`config.mk`:
```
export PLATFORM = sky130hd
export DESIGN_NAME = emb_ext_bus
export DESIGN_NICKNAME = d
export VERILOG_FILES = /design/src/include/emb_pkg.sv /design/src/rtl/emb_ext_bus.sv
export VERILOG_INCLUDE_DIRS = /design/src /design/src/include
export SDC_FILE = /design/constraint.sdc
export NUM_CORES = 1
export LEC_CHECK = 0
export ABC_AREA = 1
export BUFFER_PORTS_ARGS = -buffer_cell sky130_fd_sc_hd__clkbuf_2
export CORE_UTILIZATION = 35
export CTS_BUF_LIST = sky130_fd_sc_hd__clkbuf_16
export DETAILED_ROUTE_END_ITERATION = 7
export SLEW_MARGIN = 30
export SYNTH_ARGS = -nofsm -noshare
export SYNTH_HDL_FRONTEND = slang
export SYNTH_SLANG_ARGS = --single-unit
export TNS_END_PERCENT = 10
```
`constraint.sdc`:
```
create_clock -name sys_clk -period 2.35 [get_ports sys_clk]
set_input_delay 0.235 -clock sys_clk [delete_from_list [all_inputs] [get_ports sys_clk]]
set_output_delay 0.235 -clock sys_clk [all_outputs]
set_load 0.01 [all_outputs]
```
`src/include/emb_map.svh`:
```
// Register offsets, field positions and reset values of the external bus
`ifndef EMB_MAP_SVH
`define EMB_MAP_SVH
// ==========================================================
// Register offsets
`define EMB_TIMING_OFS    8'h8e
`define EMB_MODE_OFS      8'h8f
// Reset values
`define EMB_TIMING_RST    8'hff
`define EMB_MODE_RST      8'h4f
// Timing register fields
`define EMB_WID_HI        7
`define EMB_WID_LO        4
`define EMB_HOLD_HI       3
`define EMB_HOLD_LO       2
`define EMB_SET_HI        1
`define EMB_SET_LO        0
// Mode register fields
`define EMB_SZ_HI         6
`define EMB_SZ_LO         5
`define EMB_PROGRAM_STROBE_OPTION_BIT      3
`define EMB_MUX_BIT       2
`define EMB_WRITE_STROBE_ENABLE_BIT      1
`define EMB_AL_BIT        0
// Implemented bits of the mode register
`define EMB_MODE_MASK     8'h6f
// Address space encodings
`define EMB_SZ_FIFO       2'h0
`define EMB_SZ_8BIT       2'h1
`endif

```
`src/include/emb_pkg.sv`:
```
// Types shared by the external bus block
package emb_pkg;
  // ==========================================================
  // Access sequencer states
  typedef enum logic [2:0] {
    EMB_IDLE,
    EMB_LATCH,
    EMB_SETUP,
    EMB_STROBE,
    EMB_HOLD
  } emb_state_type;
endpackage

```
`src/rtl/emb_ext_bus.sv`:
```
// External memory bus sequencer with its configuration registers
`timescale 1ns/1ps
`include "emb_map.svh"

// Operation
// [RQ1] Sixteen bit address, multiplexed port with latch
// [RQ2] Separate program and data read strobes
// [RQ3] Multiplexed: high byte, shared low/data, strobes
// [RQ4] Non-multiplexed: separate high, low, data ports
// [RQ5] Eight bit mode: low address only
// [RQ6] FIFO mode: data and strobes, no address
// [RQ7] Space select: 00 FIFO, 01 8-bit, else 16
// [RQ8] Shared bit multiplexes address and data
// [RQ9] Strobe width is field plus one cycles
// [RQ10] Hold cycles after strobe from field
// [RQ11] Setup cycles before strobe from field
// [RQ12] Write enable bit gates write strobe
// [RQ13] Latch pulse one or two cycles
// [RQ14] Software writes reset value to unused bits
// [RQ15] Program strobe option only in multiplexed mode
// [RQ16] Order: address, setup, strobe, hold
// [RQ17] Memory drives read data before strobe ends
module emb_ext_bus
  import emb_pkg::*;
(
  // Clock, reset and enable
  input  wire logic        sys_clk,
  input  wire logic        srst,
  input  wire logic        clk_en,
  // Register port
  input  wire logic [7:0]  reg_addr,
  input  wire logic [7:0]  reg_wdata,
  input  wire logic        reg_wr,
  input  wire logic        reg_rd,
  output logic      [7:0]  reg_rdata,
  // Core access request
  input  wire logic        acc_req,
  input  wire logic        acc_write,
  input  wire logic        acc_prog,
  input  wire logic [15:0] acc_addr,
  input  wire logic [7:0]  acc_wdata,
  output logic             acc_busy,
  output logic             acc_done,
  output logic      [7:0]  acc_rdata,
  // High address port
  output logic      [7:0]  high_addr_out,
  output logic             high_addr_oe,
  // Low address port
  output logic      [7:0]  low_addr_out,
  output logic             low_addr_oe,
  // Data port, two-way
  input  wire logic [7:0]  data_port_in,
  output logic      [7:0]  data_port_out,
  output logic             data_port_oe,
  // Strobe port
  output logic             addr_latch_strobe,
  output logic             program_fetch_strobe_n,
  output logic             wr_strobe_n,
  output logic             rd_strobe_n
);

  // ==========================================================
  // Configuration registers
  logic [7:0] timing_r;   // Timing configuration
  logic [7:0] mode_r;     // Mode configuration

  // Field decode
  wire  [3:0] wid_f  = timing_r[`EMB_WID_HI:`EMB_WID_LO];
  wire  [1:0] hold_f = timing_r[`EMB_HOLD_HI:`EMB_HOLD_LO];
  wire  [1:0] set_f  = timing_r[`EMB_SET_HI:`EMB_SET_LO];
  wire  [1:0] sz_f   = mode_r[`EMB_SZ_HI:`EMB_SZ_LO];
  wire        mux_f  = mode_r[`EMB_MUX_BIT];
  wire        program_strobe_option_f = mode_r[`EMB_PROGRAM_STROBE_OPTION_BIT];
  wire        write_strobe_enable_f = mode_r[`EMB_WRITE_STROBE_ENABLE_BIT];
  wire        al_f   = mode_r[`EMB_AL_BIT];

  // Mode decode, see [RQ7]
  wire        mode_fifo = (sz_f == `EMB_SZ_FIFO);
  wire        mode_8bit = (sz_f == `EMB_SZ_8BIT);
  wire        mode_16   = !mode_fifo && !mode_8bit;
  // Multiplexing only applies with a 16-bit space, see [RQ8]
  wire        mode_mux  = mode_16 && mux_f;
  // Program strobe option honoured in multiplexed mode, see [RQ15]
  wire        use_prog  = mode_mux && program_strobe_option_f;

  // Register decode
  wire        sel_tim   = (reg_addr == `EMB_TIMING_OFS);
  wire        sel_mode  = (reg_addr == `EMB_MODE_OFS);

  // Register writes; unused bits stay at reset value, see [RQ14]
  always_ff @(posedge sys_clk) begin
    if (srst) begin
      timing_r <= `EMB_TIMING_RST;
      mode_r   <= `EMB_MODE_RST;
    end else if (clk_en && reg_wr) begin
      if (sel_tim) begin
        timing_r <= reg_wdata;
      end else if (sel_mode) begin
        mode_r <= (reg_wdata & `EMB_MODE_MASK) |
                  (`EMB_MODE_RST & ~`EMB_MODE_MASK);
      end
    end
  end

  // Read mux; unmapped addresses read zero
  wire [7:0] rd_sel = sel_tim  ? timing_r :
                      sel_mode ? mode_r   : 8'h00;

  // Read data register, valid one cycle after strobe
  always_ff @(posedge sys_clk) begin
    if (srst) begin
      reg_rdata <= 8'h00;
    end else if (clk_en) begin
      reg_rdata <= reg_rd ? rd_sel : 8'h00;
    end
  end

  // ==========================================================
  // Data port input synchroniser
  logic [7:0] din_s1_r;   // First stage
  logic [7:0] din_s2_r;   // Second stage

  always_ff @(posedge sys_clk) begin
    if (srst) begin
      din_s1_r <= 8'h00;
      din_s2_r <= 8'h00;
    end else if (clk_en) begin
      din_s1_r <= data_port_in;
      din_s2_r <= din_s1_r;
    end
  end

  // ==========================================================
  // Access sequencer
  emb_state_type state_r;     // Current phase
  emb_state_type state_nxt;   // Next phase
  logic [3:0]    cnt_r;       // Phase cycle counter
  logic [3:0]    cnt_nxt;
  logic          wr_r;        // Latched direction
  logic          prog_r;      // Latched program access
  logic [15:0]   addr_r;      // Latched address
  logic [7:0]    wdat_r;      // Latched write data

  // Latch phase length minus one; setup and hold phase lengths
  wire  [3:0] lat_last = al_f ? 4'h1 : 4'h0;        // see [RQ13]
  wire  [3:0] set_len  = {2'b00, set_f};            // see [RQ11]
  wire  [3:0] hold_len = {2'b00, hold_f};           // see [RQ10]
  wire        last     = (state_r == EMB_STROBE) ? (cnt_r == wid_f) :
                         (cnt_r == 4'h0);

  // Sequencer next state, see [RQ16]
  always_comb begin
    state_nxt = state_r;
    cnt_nxt   = cnt_r;
    case (state_r)
      EMB_IDLE: begin
        if (acc_req) begin
          if (mode_mux) begin
            state_nxt = EMB_LATCH;
            cnt_nxt   = lat_last;
          end else if (set_len != 4'h0) begin
            state_nxt = EMB_SETUP;
            cnt_nxt   = set_len - 4'h1;
          end else begin
            state_nxt = EMB_STROBE;
            cnt_nxt   = 4'h0;
          end
        end
      end
      EMB_LATCH: begin
        if (cnt_r != 4'h0) begin
          cnt_nxt = cnt_r - 4'h1;
        end else if (set_len != 4'h0) begin
          state_nxt = EMB_SETUP;
          cnt_nxt   = set_len - 4'h1;
        end else begin
          state_nxt = EMB_STROBE;
        end
      end
      EMB_SETUP: begin
        if (!last) begin
          cnt_nxt = cnt_r - 4'h1;
        end else begin
          state_nxt = EMB_STROBE;
        end
      end
      EMB_STROBE: begin
        // Width counts up to field value, see [RQ9]
        if (!last) begin
          cnt_nxt = cnt_r + 4'h1;
        end else if (hold_len != 4'h0) begin
          state_nxt = EMB_HOLD;
          cnt_nxt   = hold_len - 4'h1;
        end else begin
          state_nxt = EMB_IDLE;
          cnt_nxt   = 4'h0;
        end
      end
      EMB_HOLD: begin
        if (!last) begin
          cnt_nxt = cnt_r - 4'h1;
        end else begin
          state_nxt = EMB_IDLE;
        end
      end
      default: begin
        state_nxt = EMB_IDLE;
        cnt_nxt   = 4'h0;
      end
    endcase
  end

  // State and latched request
  always_ff @(posedge sys_clk) begin
    if (srst) begin
      state_r <= EMB_IDLE;
      cnt_r   <= 4'h0;
      wr_r    <= 1'b0;
      prog_r  <= 1'b0;
      addr_r  <= 16'h0000;
      wdat_r  <= 8'h00;
    end else if (clk_en) begin
      state_r <= state_nxt;
      cnt_r   <= cnt_nxt;
      if (state_r == EMB_IDLE && acc_req) begin
        wr_r   <= acc_write;
        prog_r <= acc_prog && !acc_write;
        addr_r <= acc_addr;
        wdat_r <= acc_wdata;
      end
    end
  end

  // ==========================================================
  // Pin values derived from next state
  wire in_acc   = (state_nxt != EMB_IDLE);
  wire in_lat   = (state_nxt == EMB_LATCH);
  wire in_stb   = (state_nxt == EMB_STROBE);
  wire nx_wr    = (state_r == EMB_IDLE) ? acc_write : wr_r;
  wire nx_prog  = (state_r == EMB_IDLE) ? (acc_prog && !acc_write)
                                        : prog_r;
  wire [15:0] nx_addr = (state_r == EMB_IDLE) ? acc_addr : addr_r;
  wire [7:0]  nx_wdat = (state_r == EMB_IDLE) ? acc_wdata : wdat_r;

  // High byte only in 16-bit space, see [RQ3] [RQ4]
  wire        hi_oe   = in_acc && mode_16;
  // Low byte on its own port unless shared or FIFO, see [RQ4] [RQ5] [RQ6]
  wire        lo_oe   = in_acc && !mode_fifo && !mode_mux;
  // Shared port carries address during latch, see [RQ1] [RQ3]
  wire        d_oe    = in_acc && (in_lat ? 1'b1 : nx_wr);
  wire [7:0]  d_val   = in_lat ? nx_addr[7:0] : nx_wdat;
  // Write strobe gated by enable bit, see [RQ12]
  wire        wr_act  = in_stb && nx_wr && write_strobe_enable_f;
  // Program or data read strobe, see [RQ2] [RQ15]
  wire        rd_act  = in_stb && !nx_wr && !(use_prog && nx_prog);
  wire        ps_act  = in_stb && !nx_wr && use_prog && nx_prog;
  // Read data taken at last strobe cycle, see [RQ17]
  wire        rd_take = (state_r == EMB_STROBE) && last && !wr_r;
  wire        fin     = (state_r != EMB_IDLE) && (state_nxt == EMB_IDLE);

  // Registered pins and handshake
  always_ff @(posedge sys_clk) begin
    if (srst) begin
      high_addr_out          <= 8'h00;
      high_addr_oe           <= 1'b0;
      low_addr_out           <= 8'h00;
      low_addr_oe            <= 1'b0;
      data_port_out          <= 8'h00;
      data_port_oe           <= 1'b0;
      addr_latch_strobe      <= 1'b0;
      program_fetch_strobe_n <= 1'b1;
      wr_strobe_n            <= 1'b1;
      rd_strobe_n            <= 1'b1;
      acc_busy               <= 1'b0;
      acc_done               <= 1'b0;
      acc_rdata              <= 8'h00;
    end else if (clk_en) begin
      high_addr_out          <= hi_oe ? nx_addr[15:8] : 8'h00;
      high_addr_oe           <= hi_oe;
      low_addr_out           <= lo_oe ? nx_addr[7:0] : 8'h00;
      low_addr_oe            <= lo_oe;
      data_port_out          <= d_oe ? d_val : 8'h00;
      data_port_oe           <= d_oe;
      addr_latch_strobe      <= in_lat;                 // see [RQ13]
      program_fetch_strobe_n <= !ps_act;
      wr_strobe_n            <= !wr_act;
      rd_strobe_n            <= !rd_act;
      acc_busy               <= in_acc;
      acc_done               <= fin;
      if (rd_take) begin
        acc_rdata <= din_s2_r;
      end
    end
  end

  // ==========================================================
  // Checks
  property p_latch_mux;
    @(posedge sys_clk) disable iff (srst)
      addr_latch_strobe |-> $past(mode_mux);
  endproperty
  a_latch_mux: assert property (p_latch_mux) // see [RQ1]
    else $error("latch outside mux");

  property p_fifo_noaddr;
    @(posedge sys_clk) disable iff (srst)
      $past(mode_fifo && clk_en) |-> !high_addr_oe && !low_addr_oe;
  endproperty
  a_fifo_noaddr: assert property (p_fifo_noaddr) // see [RQ6]
    else $error("address driven in FIFO mode");

  property p_8bit_nohigh;
    @(posedge sys_clk) disable iff (srst)
      $past(mode_8bit && clk_en) |-> !high_addr_oe;
  endproperty
  a_8bit_nohigh: assert property (p_8bit_nohigh) // see [RQ5]
    else $error("high byte driven in 8-bit mode");

  property p_strobe_excl;
    @(posedge sys_clk) disable iff (srst)
      !(!wr_strobe_n && !rd_strobe_n) && !(!rd_strobe_n &&
        !program_fetch_strobe_n);
  endproperty
  a_strobe_excl: assert property (p_strobe_excl) // see [RQ2]
    else $error("two strobes at once");

  property p_prog_mux;
    @(posedge sys_clk) disable iff (srst)
      !program_fetch_strobe_n |-> $past(use_prog);
  endproperty
  a_prog_mux: assert property (p_prog_mux) // see [RQ15]
    else $error("program strobe outside mux mode");

  property p_write_strobe_enable;
    @(posedge sys_clk) disable iff (srst)
      !wr_strobe_n |-> $past(write_strobe_enable_f);
  endproperty
  a_write_strobe_enable: assert property (p_write_strobe_enable) // see [RQ12]
    else $error("write strobe while disabled");

  property p_wid_min;
    @(posedge sys_clk) disable iff (srst || !clk_en)
      $fell(rd_strobe_n) && wid_f != 4'h0 |-> ##1 !rd_strobe_n;
  endproperty
  a_wid_min: assert property (p_wid_min) // see [RQ9]
    else $error("strobe shorter than width");

  property p_order;
    @(posedge sys_clk) disable iff (srst)
      (state_r == EMB_STROBE) |-> $past(state_r) != EMB_HOLD;
  endproperty
  a_order: assert property (p_order) // see [RQ16]
    else $error("strobe after hold");

  property p_hold_addr;
    @(posedge sys_clk) disable iff (srst)
      (state_r == EMB_HOLD) |-> $stable(high_addr_out) &&
        $stable(low_addr_out) && $stable(data_port_out);
  endproperty
  a_hold_addr: assert property (p_hold_addr) // see [RQ10]
    else $error("address moved in hold");

  c_mux_read:  cover property (@(posedge sys_clk) $fell(addr_latch_strobe));
  c_write:     cover property (@(posedge sys_clk) $fell(wr_strobe_n));
  c_prog:      cover property (@(posedge sys_clk)
                               $fell(program_fetch_strobe_n));
  c_fifo_read: cover property (@(posedge sys_clk)
                               mode_fifo && $fell(rd_strobe_n));

endmodule

```
==> flow_metrics.env, run 1 <==
export IMPL_status="complete, no violations"
export IMPL_crit_path_cell_trace="inv_2, ha_1, nand3_2, inv_1, nand2_1, nand2_1, nor2_1, nand2_2, nor2_2, a21oi_4, a21oi_1, nor2_1"
export IMPL_initial_utilization_pct=36.08
export IMPL_diodes=0
export IMPL_grt_overflow=0
export IMPL_antenna_left=0
export IMPL_cts_root_buf="clkbuf_16"
export IMPL_stdcell_count=997
export IMPL_die_area_sq_um=14900
export IMPL_track_usage_pct=19.38
export IMPL_start_kind="flip-flop"
export IMPL_clk_pin_slew_ns=0.07
export IMPL_maxSlewHeadroom_pct=56.06
export IMPL_final_hold_viol_count=0
export IMPL_die_h_um=122.1
export IMPL_cpPeakStageDelay_ns=0.41
export IMPL_reg2regPathDepth=12
export IMPL_nets=875
export IMPL_synth_cells=719
export IMPL_post_drt_via_cell_ratio=4.907
export IMPL_holdBufCountCts=0
export IMPL_fin_area_sq_um=6025
export IMPL_fmax_mhz=462.9
export IMPL_r2r_slack_ns=0.19
export IMPL_maxCapViolCount=0
export IMPL_worst_pin_slew_ns=0.6591
export IMPL_antenna_found_initial=0
export IMPL_area_growth_pct=19.36
export IMPL_placed_cell_area_sq_um=5746
export IMPL_ios=105
export IMPL_rsz0062_at_grt="false"
export IMPL_die_w_um=122.1
export IMPL_post_cts_setup_buffers=0
export IMPL_gp_congestion=0.8497
export IMPL_dpl_hpwl_um=9497
export IMPL_netlist_top_cells_count="nand2_1, dfxtp_1, nor2_1, o21ai_0, a21oi_1"
export IMPL_cts_tree="built"
export IMPL_synth_cell_type_count=35
export IMPL_crit_start="cnt_r[0]$_SDFFE_PP0P_"
export IMPL_worst_setup_path_type="flip-flop to flip-flop"
export IMPL_avgSynthCellArea_sq_um=7.020
export IMPL_grt_start_max_net_pins=57
export IMPL_ir_drop_uv=464.4
export IMPL_synth_top_area_share_pct=44.42
export IMPL_fin_crit_sh_pct=91.92
export IMPL_cts_buffer_depth=2
export IMPL_min_from="reg_wdata[4]"
export IMPL_setup_violations_final=0
export IMPL_grt_pass1_vias=4581
export IMPL_synth_most_common_cell="nand2_1"
export IMPL_first_pass_iters=5
export IMPL_p_leak_nw=2.877
export IMPL_htreeDepth=3
export IMPL_clk_latency_ns=0.36
export IMPL_core_area_sq_um=13990
export IMPL_async_flop_share_pct=0
export IMPL_grt_pass1_wl_um=22510
export IMPL_required_ns=2.57
export IMPL_ys_warn_count=0
export IMPL_worst_hold_path_endpoint="timing_r[4]$_SDFFE_PP1P_"
export IMPL_r2r_start="cnt_r[0]$_SDFFE_PP0P_"
export IMPL_placedCellCount=981
export IMPL_synth_area_leaders="dfxtp_1, nand2_1, nor2_1, o21ai_0, a21oi_1"
export IMPL_routed_wirelength_um=13900
export IMPL_wl_per_cell_um=13.94
export IMPL_io_buffers=104
export IMPL_cts_sink_count=112
export IMPL_num_rows=43
export IMPL_synth_ff_type="dfxtp_1"
export IMPL_cp_end_kind="flip-flop"
export IMPL_r2r_end="acc_busy$_SDFFE_PP0P_"
export IMPL_finalCriticalPeriod_ns=2.160
export IMPL_min_path_cells=3
export IMPL_vias=4892
export IMPL_synth_nets=781
export IMPL_syn_area_sq_um=5047
export IMPL_fin_worst_skew_ns=0.006835
export IMPL_drt_iter0_markers=233
export IMPL_cp_max_fo=14
export IMPL_total_power_mw=4.217
export IMPL_cp_arrival_ns=2.38
export IMPL_drc=0
export IMPL_synth_largest_area_cell="dfxtp_1"
export IMPL_numCtsBuffers=9
export IMPL_synth_edf_count=0
export IMPL_drive_above_1_share_pct=20.56
export IMPL_yosysSeqAreaShare_pct=44.42
export IMPL_synth_seq_cells=112
export IMPL_report_final_slew_viol_count=0
export IMPL_power_density_nw_per_um2=700.0
export IMPL_cp_slowest_cell="dfxtp_1"
export IMPL_hold_class="input port to flip-flop"
==> per-layer routing <==
metal	vias up	part of all wire, %	global-route usage (%)
met5	-	0	0
met4	0	1.6	5.869
met3	15	4.8	4.728
met2	123	47	32.52
met1	2229	47	24.39
li1	2525	-	-
==> state kept, by name (all words and copies together) (netlist names), 3 cells and up <==
register       flops
state_r            3
reg_rdata          8
low_addr_out       8
high_addr_out      8
din_s2_r           8
addr_r            16
wdat_r             8
timing_r           8
acc_rdata          8
data_port_out      8
mode_r             6
cnt_r              4
din_s1_r           8
==> how the worst max path moves through the flow <==
stage	end	slack, ns	cells past startpoint
5_1_grt	data_port_out[7]$_SDFFE_PP0P_	0.01	13
4_1_cts	data_port_out[2]$_SDFFE_PP0P_	0.003	12
3_5_place_dp	low_addr_out[7]$_SDFFE_PP0P_	-0.01	12
3_3_place_gp	high_addr_out[0]$_SDFFE_PP0P_	0.08	12
2_1_floorplan	acc_busy$_SDFFE_PP0P_	0.49	13
6_report	acc_busy$_SDFFE_PP0P_	0.19	12
==> report_power, final <==
group          total [mW]  switching (mW)  internal, mW  leakage (nW)
clock                1.42           0.705         0.711         0.131
combinational       0.754           0.503         0.251          1.83
sequential           2.05          0.0573          1.99         0.913
==> per-stage QoR <==
| stage | utilization [%] | hold slack (ns) | worst slack [ns] | TNS [ns] |
|---|---|---|---|---|
| 2_1_floorplan | - | 0.3614 | 0.4883 | 0 |
| 3_3_place_gp | 41.07 | 0.4473 | 0.07979 | 0 |
| 3_5_place_dp | 41.07 | 0.4570 | -0.009941 | -0.02146 |
| 4_1_cts | 43.01 | 0.09119 | 0.002546 | 0 |
| 5_1_grt | 43.07 | 0.1011 | 0.01205 | 0 |
| 6_report | 43.07 | 0.09650 | 0.1899 | 0 |
==> final cells by class <==
cell class / count / area [sq um]
flip-flops and latches: 112 / 2242
clock inverters: 6 / 37.54
well taps: 180 / 225.2
multi-input cells: 522 / 2474
fillers: 1525 / 7964
repair buffers: 120 / 640.6
inverters: 48 / 180.2
clock buffers: 9 / 225.2
==> worst max-delay path: cells and delay by family (launching register included) <==
family	cells	cell delay [ns]
flops	1	0.41
buf+inv	2	0.13
compound gates	2	0.39
simple gates	7	0.86
fa+ha+maj	1	0.24
==> cells in the final DEF, fill, tap and decap left out, types with 2 or more instances in the layout <==
cell	instances
a21oi_1	54
a21oi_2	5
a21oi_4	2
a22oi_1	4
buf_4	16
clkbuf_16	9
clkbuf_2	104
clkinv_1	2
dfxtp_1	112
ha_1	6
inv_1	38
inv_2	10
nand2_1	179
nand2_2	3
nand3_1	39
nand3_2	8
nand4_1	2
nor2_1	112
nor2_2	3
nor3_1	3
nor3_2	2
nor4_1	2
o211ai_1	5
o21ai_0	75
o22ai_1	7
xnor2_1	2
xor2_1	2
==> what timing repair did <==
action,CTS,global route
resized for setup,0,1
setup endpoints to repair,4,14
pin swaps,1,0
gates cloned,1,0
==> logic make-up (layout without fill, tap and decap cells) <==
family,Yosys count,in the layout,synth area share (%)
AO/OA/AOI/OAI,155,156,16.78
XOR/XNOR,4,4,0.6942
adder cells (fa/ha/maj),6,6,1.487
buffers and inverters,86,183,6.891
flip-flops,112,112,44.42
AND/OR/NAND/NOR,356,356,29.72
Note: power is estimated with default switching activity, not from simulation.
==> run 2: changes to the inputs <==
--- a/config.mk
+++ b/config.mk
@@ -8,9 +8,10 @@
 export LEC_CHECK = 0
 export ABC_AREA = 1
 export BUFFER_PORTS_ARGS = -buffer_cell sky130_fd_sc_hd__clkbuf_2
-export CORE_UTILIZATION = 35
+export CORE_UTILIZATION = 43
 export CTS_BUF_LIST = sky130_fd_sc_hd__clkbuf_16
 export DETAILED_ROUTE_END_ITERATION = 7
+export PLACE_DENSITY = 0.65
 export SLEW_MARGIN = 30
 export SYNTH_ARGS = -nofsm -noshare
 export SYNTH_HDL_FRONTEND = slang
==> flow_metrics.env, run 2 (synthesis gave the netlist of run 1 again) <==
export IMPL_power_density_nw_per_um2=713.3
export IMPL_required_ns=2.62
export IMPL_wl_per_cell_um=14.22
export IMPL_clk_latency_ns=0.35
export IMPL_cts_sink_count=112
export IMPL_core_area_sq_um=11420
export IMPL_initial_utilization_pct=44.20
export IMPL_nets=874
export IMPL_post_cts_setup_buffers=0
export IMPL_die_w_um=110.3
export IMPL_cts_root_buf="clkbuf_16"
export IMPL_track_usage_pct=23.49
export IMPL_drive_above_1_share_pct=20.37
export IMPL_io_buffers=104
export IMPL_rsz0062_at_grt="false"
export IMPL_min_from="reg_wdata[4]"
export IMPL_fin_area_sq_um=5997
export IMPL_die_area_sq_um=12170
export IMPL_final_common_cell="nand2_1"
export IMPL_finalCriticalPeriod_ns=2.144
export IMPL_status="complete, no violations"
export IMPL_start_kind="flip-flop"
export IMPL_cts_repair_resized=0
export IMPL_fin_worst_skew_ns=0.008281
export IMPL_grt_pass1_vias=4706
export IMPL_grt_overflow=0
export IMPL_vias=5001
export IMPL_largest_register="addr_r"
export IMPL_numCtsBuffers=9
export IMPL_tns_ns=0
export IMPL_gp_congestion=0.9077
export IMPL_grt_pass1_wl_um=21910
export IMPL_ios=105
export IMPL_num_rows=39
export IMPL_final_hold_viol_count=0
export IMPL_holdBufCountCts=0
export IMPL_drt_iter0_markers=295
export IMPL_die_h_um=110.3
export IMPL_drc=0
export IMPL_hold_ws_ns=0.1052
export IMPL_crit_start="cnt_r[0]$_SDFFE_PP0P_"
export IMPL_fmax_mhz=466.4
export IMPL_routed_wirelength_um=13620
export IMPL_hold_class="input port to flip-flop"
export IMPL_cts_buffer_depth=2
export IMPL_total_power_mw=4.278
export IMPL_largest_reg_flops=16
export IMPL_cp_max_fo=14
export IMPL_first_pass_iters=4
export IMPL_r2r_start="cnt_r[0]$_SDFFE_PP0P_"
export IMPL_grt_start_max_net_pins=57
export IMPL_post_drt_via_cell_ratio=5.220
export IMPL_report_final_slew_viol_count=0
export IMPL_cp_arrival_ns=2.42
export IMPL_ir_drop_uv=384.1
export IMPL_maxCapViolCount=0
export IMPL_worst_setup_path_type="flip-flop to flip-flop"
export IMPL_p_leak_nw=2.887
export IMPL_maxSlewHeadroom_pct=57.24
export IMPL_antenna_found_initial=0
export IMPL_cts_tree="built"
export IMPL_clk_pin_slew_ns=0.07
export IMPL_most_common_layout_cells="nand2_1, nor2_1, dfxtp_1"
export IMPL_diodes=0
export IMPL_htreeDepth=3
export IMPL_placed_cell_area_sq_um=5692
export IMPL_antenna_left=0
export IMPL_setup_violations_final=0
export IMPL_area_growth_pct=18.82
export IMPL_cp_end_kind="flip-flop"
export IMPL_fin_crit_sh_pct=91.23
export IMPL_worst_pin_slew_ns=0.6414
export IMPL_dpl_hpwl_um=9619
run 2: final timing paths:
path	endpoint	slack, ns	cells after the start
setup / recovery	low_addr_out[6]$_SDFFE_PP0P_	0.21	12
hold / removal	timing_r[4]$_SDFFE_PP1P_	0.11	3
setup reg to reg	low_addr_out[6]$_SDFFE_PP0P_	0.21	12
hold reg to reg	reg_rdata[7]$_SDFFE_PP0P_	0.46	2
run 2: power breakdown:
| group | switching, mW | internal [mW] | leakage, nW |
|---|---|---|---|
| clock | 0.658 | 0.808 | 0.140 |
| combinational | 0.508 | 0.254 | 1.83 |
| sequential | 0.0590 | 1.99 | 0.913 |
| total | 1.23 | 3.05 | 2.89 |
run 2: routing by layer:
metal  GRT usage, %  wire length (um)  vias up
li1               -                 -     2521
met1          27.41              5704     2303
met2          40.86              6813      150
met3          5.467               727       27
met4          10.34               376        0
met5              0                 0        -
run 2: area by class of cell:
cell class                      count  area [sq um]
Inverter                           48         182.7
Timing Repair Buffer              119         633.1
Tap cell                          143         178.9
Clock inverter                      5         51.30
Sequential cell                   112          2242
Fill cell                        1135          5421
Multi-Input combinational cell    522          2484
Clock buffer                        9         225.2
run 2: per-stage QoR:
| step | std cells | setup slack (ns) | util, % |
|---|---|---|---|
| final | 958 | 0.2060 | 52.52 |
| after global routing | 958 | 0.02756 | 52.52 |
| after CTS | 957 | 0.02238 | 52.27 |
| after detailed placement | 943 | 0.05519 | 49.85 |
| after global placement | 943 | 0.1497 | 49.85 |
| after floorplan | 719 | 0.4883 | - |
run 2: critical path: stages, from the launching register on:
cell,delay (ns)
dfxtp_1,0.35
inv_2,0.09
ha_1,0.20
nand3_2,0.16
inv_1,0.08
nand2_1,0.10
nand2_1,0.08
nor2_1,0.04
nand2_2,0.13
nor2_4,0.08
a21oi_4,0.45
nand3_1,0.14
a21oi_1,0.15
==> run 3: changes to the inputs <==
--- a/config.mk
+++ b/config.mk
@@ -11,7 +11,7 @@
 export CORE_UTILIZATION = 43
 export CTS_BUF_LIST = sky130_fd_sc_hd__clkbuf_16
 export DETAILED_ROUTE_END_ITERATION = 7
-export PLACE_DENSITY = 0.65
+export PLACE_DENSITY = 0.69
 export SLEW_MARGIN = 30
 export SYNTH_ARGS = -nofsm -noshare
 export SYNTH_HDL_FRONTEND = slang
==> flow_metrics.env, run 3 (synthesis gave the netlist of run 1 again) <==
export IMPL_drt_iter0_markers=356
export IMPL_setup_slack_ns=0.1857
export IMPL_cpPeakStageDelay_ns=0.42
export IMPL_cp_end_kind="flip-flop"
export IMPL_clk_latency_ns=0.36
export IMPL_fin_worst_skew_ns=0.009498
export IMPL_worst_setup_path_type="flip-flop to flip-flop"
export IMPL_cts_root_buf="clkbuf_16"
export IMPL_grt_pass1_wl_um=21670
export IMPL_post_place_ws_ns=0.06057
export IMPL_first_pass_iters=5
export IMPL_die_h_um=110.3
export IMPL_io_buffers=104
export IMPL_status="complete, no violations"
export IMPL_largest_reg_flops=16
export IMPL_ir_drop_uv=618.0
export IMPL_p_leak_nw=2.875
export IMPL_antenna_left=0
export IMPL_min_path_cells=3
export IMPL_cts_tree="built"
export IMPL_initial_utilization_pct=44.20
export IMPL_reg2regPathDepth=12
export IMPL_power_density_nw_per_um2=706.5
export IMPL_drive_above_1_share_pct=20.44
export IMPL_post_cts_setup_buffers=0
export IMPL_crit_path_cell_trace="inv_2, ha_1, nand3_2, inv_1, nand2_1, nand2_1, nor2_1, nand2_2, nor2_2, a21oi_4, a21oi_1, nor2_1"
export IMPL_final_common_cell="nand2_1"
export IMPL_die_area_sq_um=12170
export IMPL_grt_start_max_net_pins=57
export IMPL_worst_pin_slew_ns=0.6190
export IMPL_grt_pass1_vias=4705
export IMPL_area_growth_pct=18.44
export IMPL_drc=0
export IMPL_cts_buffer_depth=2
export IMPL_maxSlewHeadroom_pct=58.73
export IMPL_setup_violations_final=0
export IMPL_tns_ns=0
export IMPL_finalCriticalPeriod_ns=2.164
export IMPL_die_w_um=110.3
export IMPL_post_drt_via_cell_ratio=5.161
export IMPL_most_common_layout_cells="nand2_1, nor2_1, dfxtp_1"
export IMPL_routed_wirelength_um=13300
export IMPL_core_area_sq_um=11420
export IMPL_vias=4955
export IMPL_wl_per_cell_um=13.86
export IMPL_fin_crit_sh_pct=92.10
export IMPL_num_rows=39
export IMPL_dpl_hpwl_um=9426
export IMPL_report_final_slew_viol_count=0
export IMPL_clk_pin_slew_ns=0.07
export IMPL_maxCapViolCount=0
export IMPL_cp_arrival_ns=2.39
export IMPL_hold_class="input port to flip-flop"
export IMPL_antenna_found_initial=0
export IMPL_start_kind="flip-flop"
export IMPL_required_ns=2.57
export IMPL_diodes=0
export IMPL_grt_overflow=0
export IMPL_cp_slowest_cell="dfxtp_1"
export IMPL_largest_register="addr_r"
export IMPL_rsz0062_at_grt="false"
export IMPL_fmax_mhz=462.0
export IMPL_track_usage_pct=23.36
export IMPL_htreeDepth=3
export IMPL_final_hold_viol_count=0
export IMPL_cp_max_fo=14
export IMPL_ios=105
export IMPL_gp_congestion=0.8839
export IMPL_cts_sink_count=112
export IMPL_numCtsBuffers=9
export IMPL_nets=874
## run 3: changes by cell type in the layout (fill, tap and decap cells not counted), sizes merged
cell	delta
bufinv	-1
clkinv	-1
clkinvlp	+1
inv	+3
## run 3: through the flow
| step | cell area [sq um] | total power [mW] | util (%) | hold WS, ns | cells |
|---|---|---|---|---|---|
| 4_1_cts | 5962 | 4.258 | 52.21 | 0.09162 | 959 |
| 2_1_floorplan | 5047 | 2.600 | - | 0.3614 | 719 |
| 6_report | 5978 | 4.224 | 52.36 | 0.1021 | 960 |
| 3_3_place_gp | 5692 | 2.810 | 49.85 | 0.4464 | 943 |
| 3_5_place_dp | 5692 | 2.825 | 49.85 | 0.4534 | 943 |
| 5_1_grt | 5978 | 4.458 | 52.36 | 0.1051 | 960 |
## run 3: what timing repair did
item | CTS | global route
gates resized for setup | 0 | 1
hold buffers | 0 | 0
endpoints found under the setup margin | 0 | 28
endpoints found under the hold margin | 0 | 0
## run 3: power breakdown
part	total (mW)	switching, mW	internal (mW)
clock network	1.43	0.705	0.720
registers	2.05	0.0610	1.99
logic	0.747	0.497	0.251
total	4.22	1.26	2.96
## run 3: routing by layer
metal  vias to the layer above  part of all wire [%]  global-route usage (%)
met5                         -                     0                       0
met4                         0                   2.1                   9.211
met3                        18                   4.6                   5.703
met2                       123                    51                   41.26
met1                      2285                    43                   26.98
li1                       2529                     -                       -
## run 3: final cells by class
cell class / count / area [sq um]
Fill cell: 1156 / 5440
Tap cell: 143 / 178.9
Inverter: 48 / 180.2
Timing Repair Buffer: 119 / 633.1
Clock inverter: 7 / 45.04
Clock buffer: 9 / 225.2
Multi-Input combinational cell: 522 / 2474
Sequential cell: 112 / 2242
## run 3: path summary, 6_finish.rpt
| kind | start | to | slack, ns |
|---|---|---|---|
| setup / recovery | cnt_r[0]$_SDFFE_PP0P_ | acc_busy$_SDFFE_PP0P_ | 0.19 |
| hold / removal | data_port_in[7] | din_s1_r[7]$_SDFFE_PP0P_ | 0.10 |
| setup reg to reg | cnt_r[0]$_SDFFE_PP0P_ | acc_busy$_SDFFE_PP0P_ | 0.19 |
| hold reg to reg | reg_rdata[5]$_SDFFE_PP0P_ | reg_rdata[5]$_SDFFE_PP0P_ | 0.46 |
## run 3: worst max-delay path: cells and delay by family, from the launching register on
| kind | cells | cell delay (ns) |
|---|---|---|
| AND/OR/NAND/NOR | 7 | 0.87 |
| AO/OA/AOI/OAI | 2 | 0.37 |
| buffers and inverters | 2 | 0.13 |
| flip-flops | 1 | 0.42 |
| adder cells (fa/ha/maj) | 1 | 0.24 |
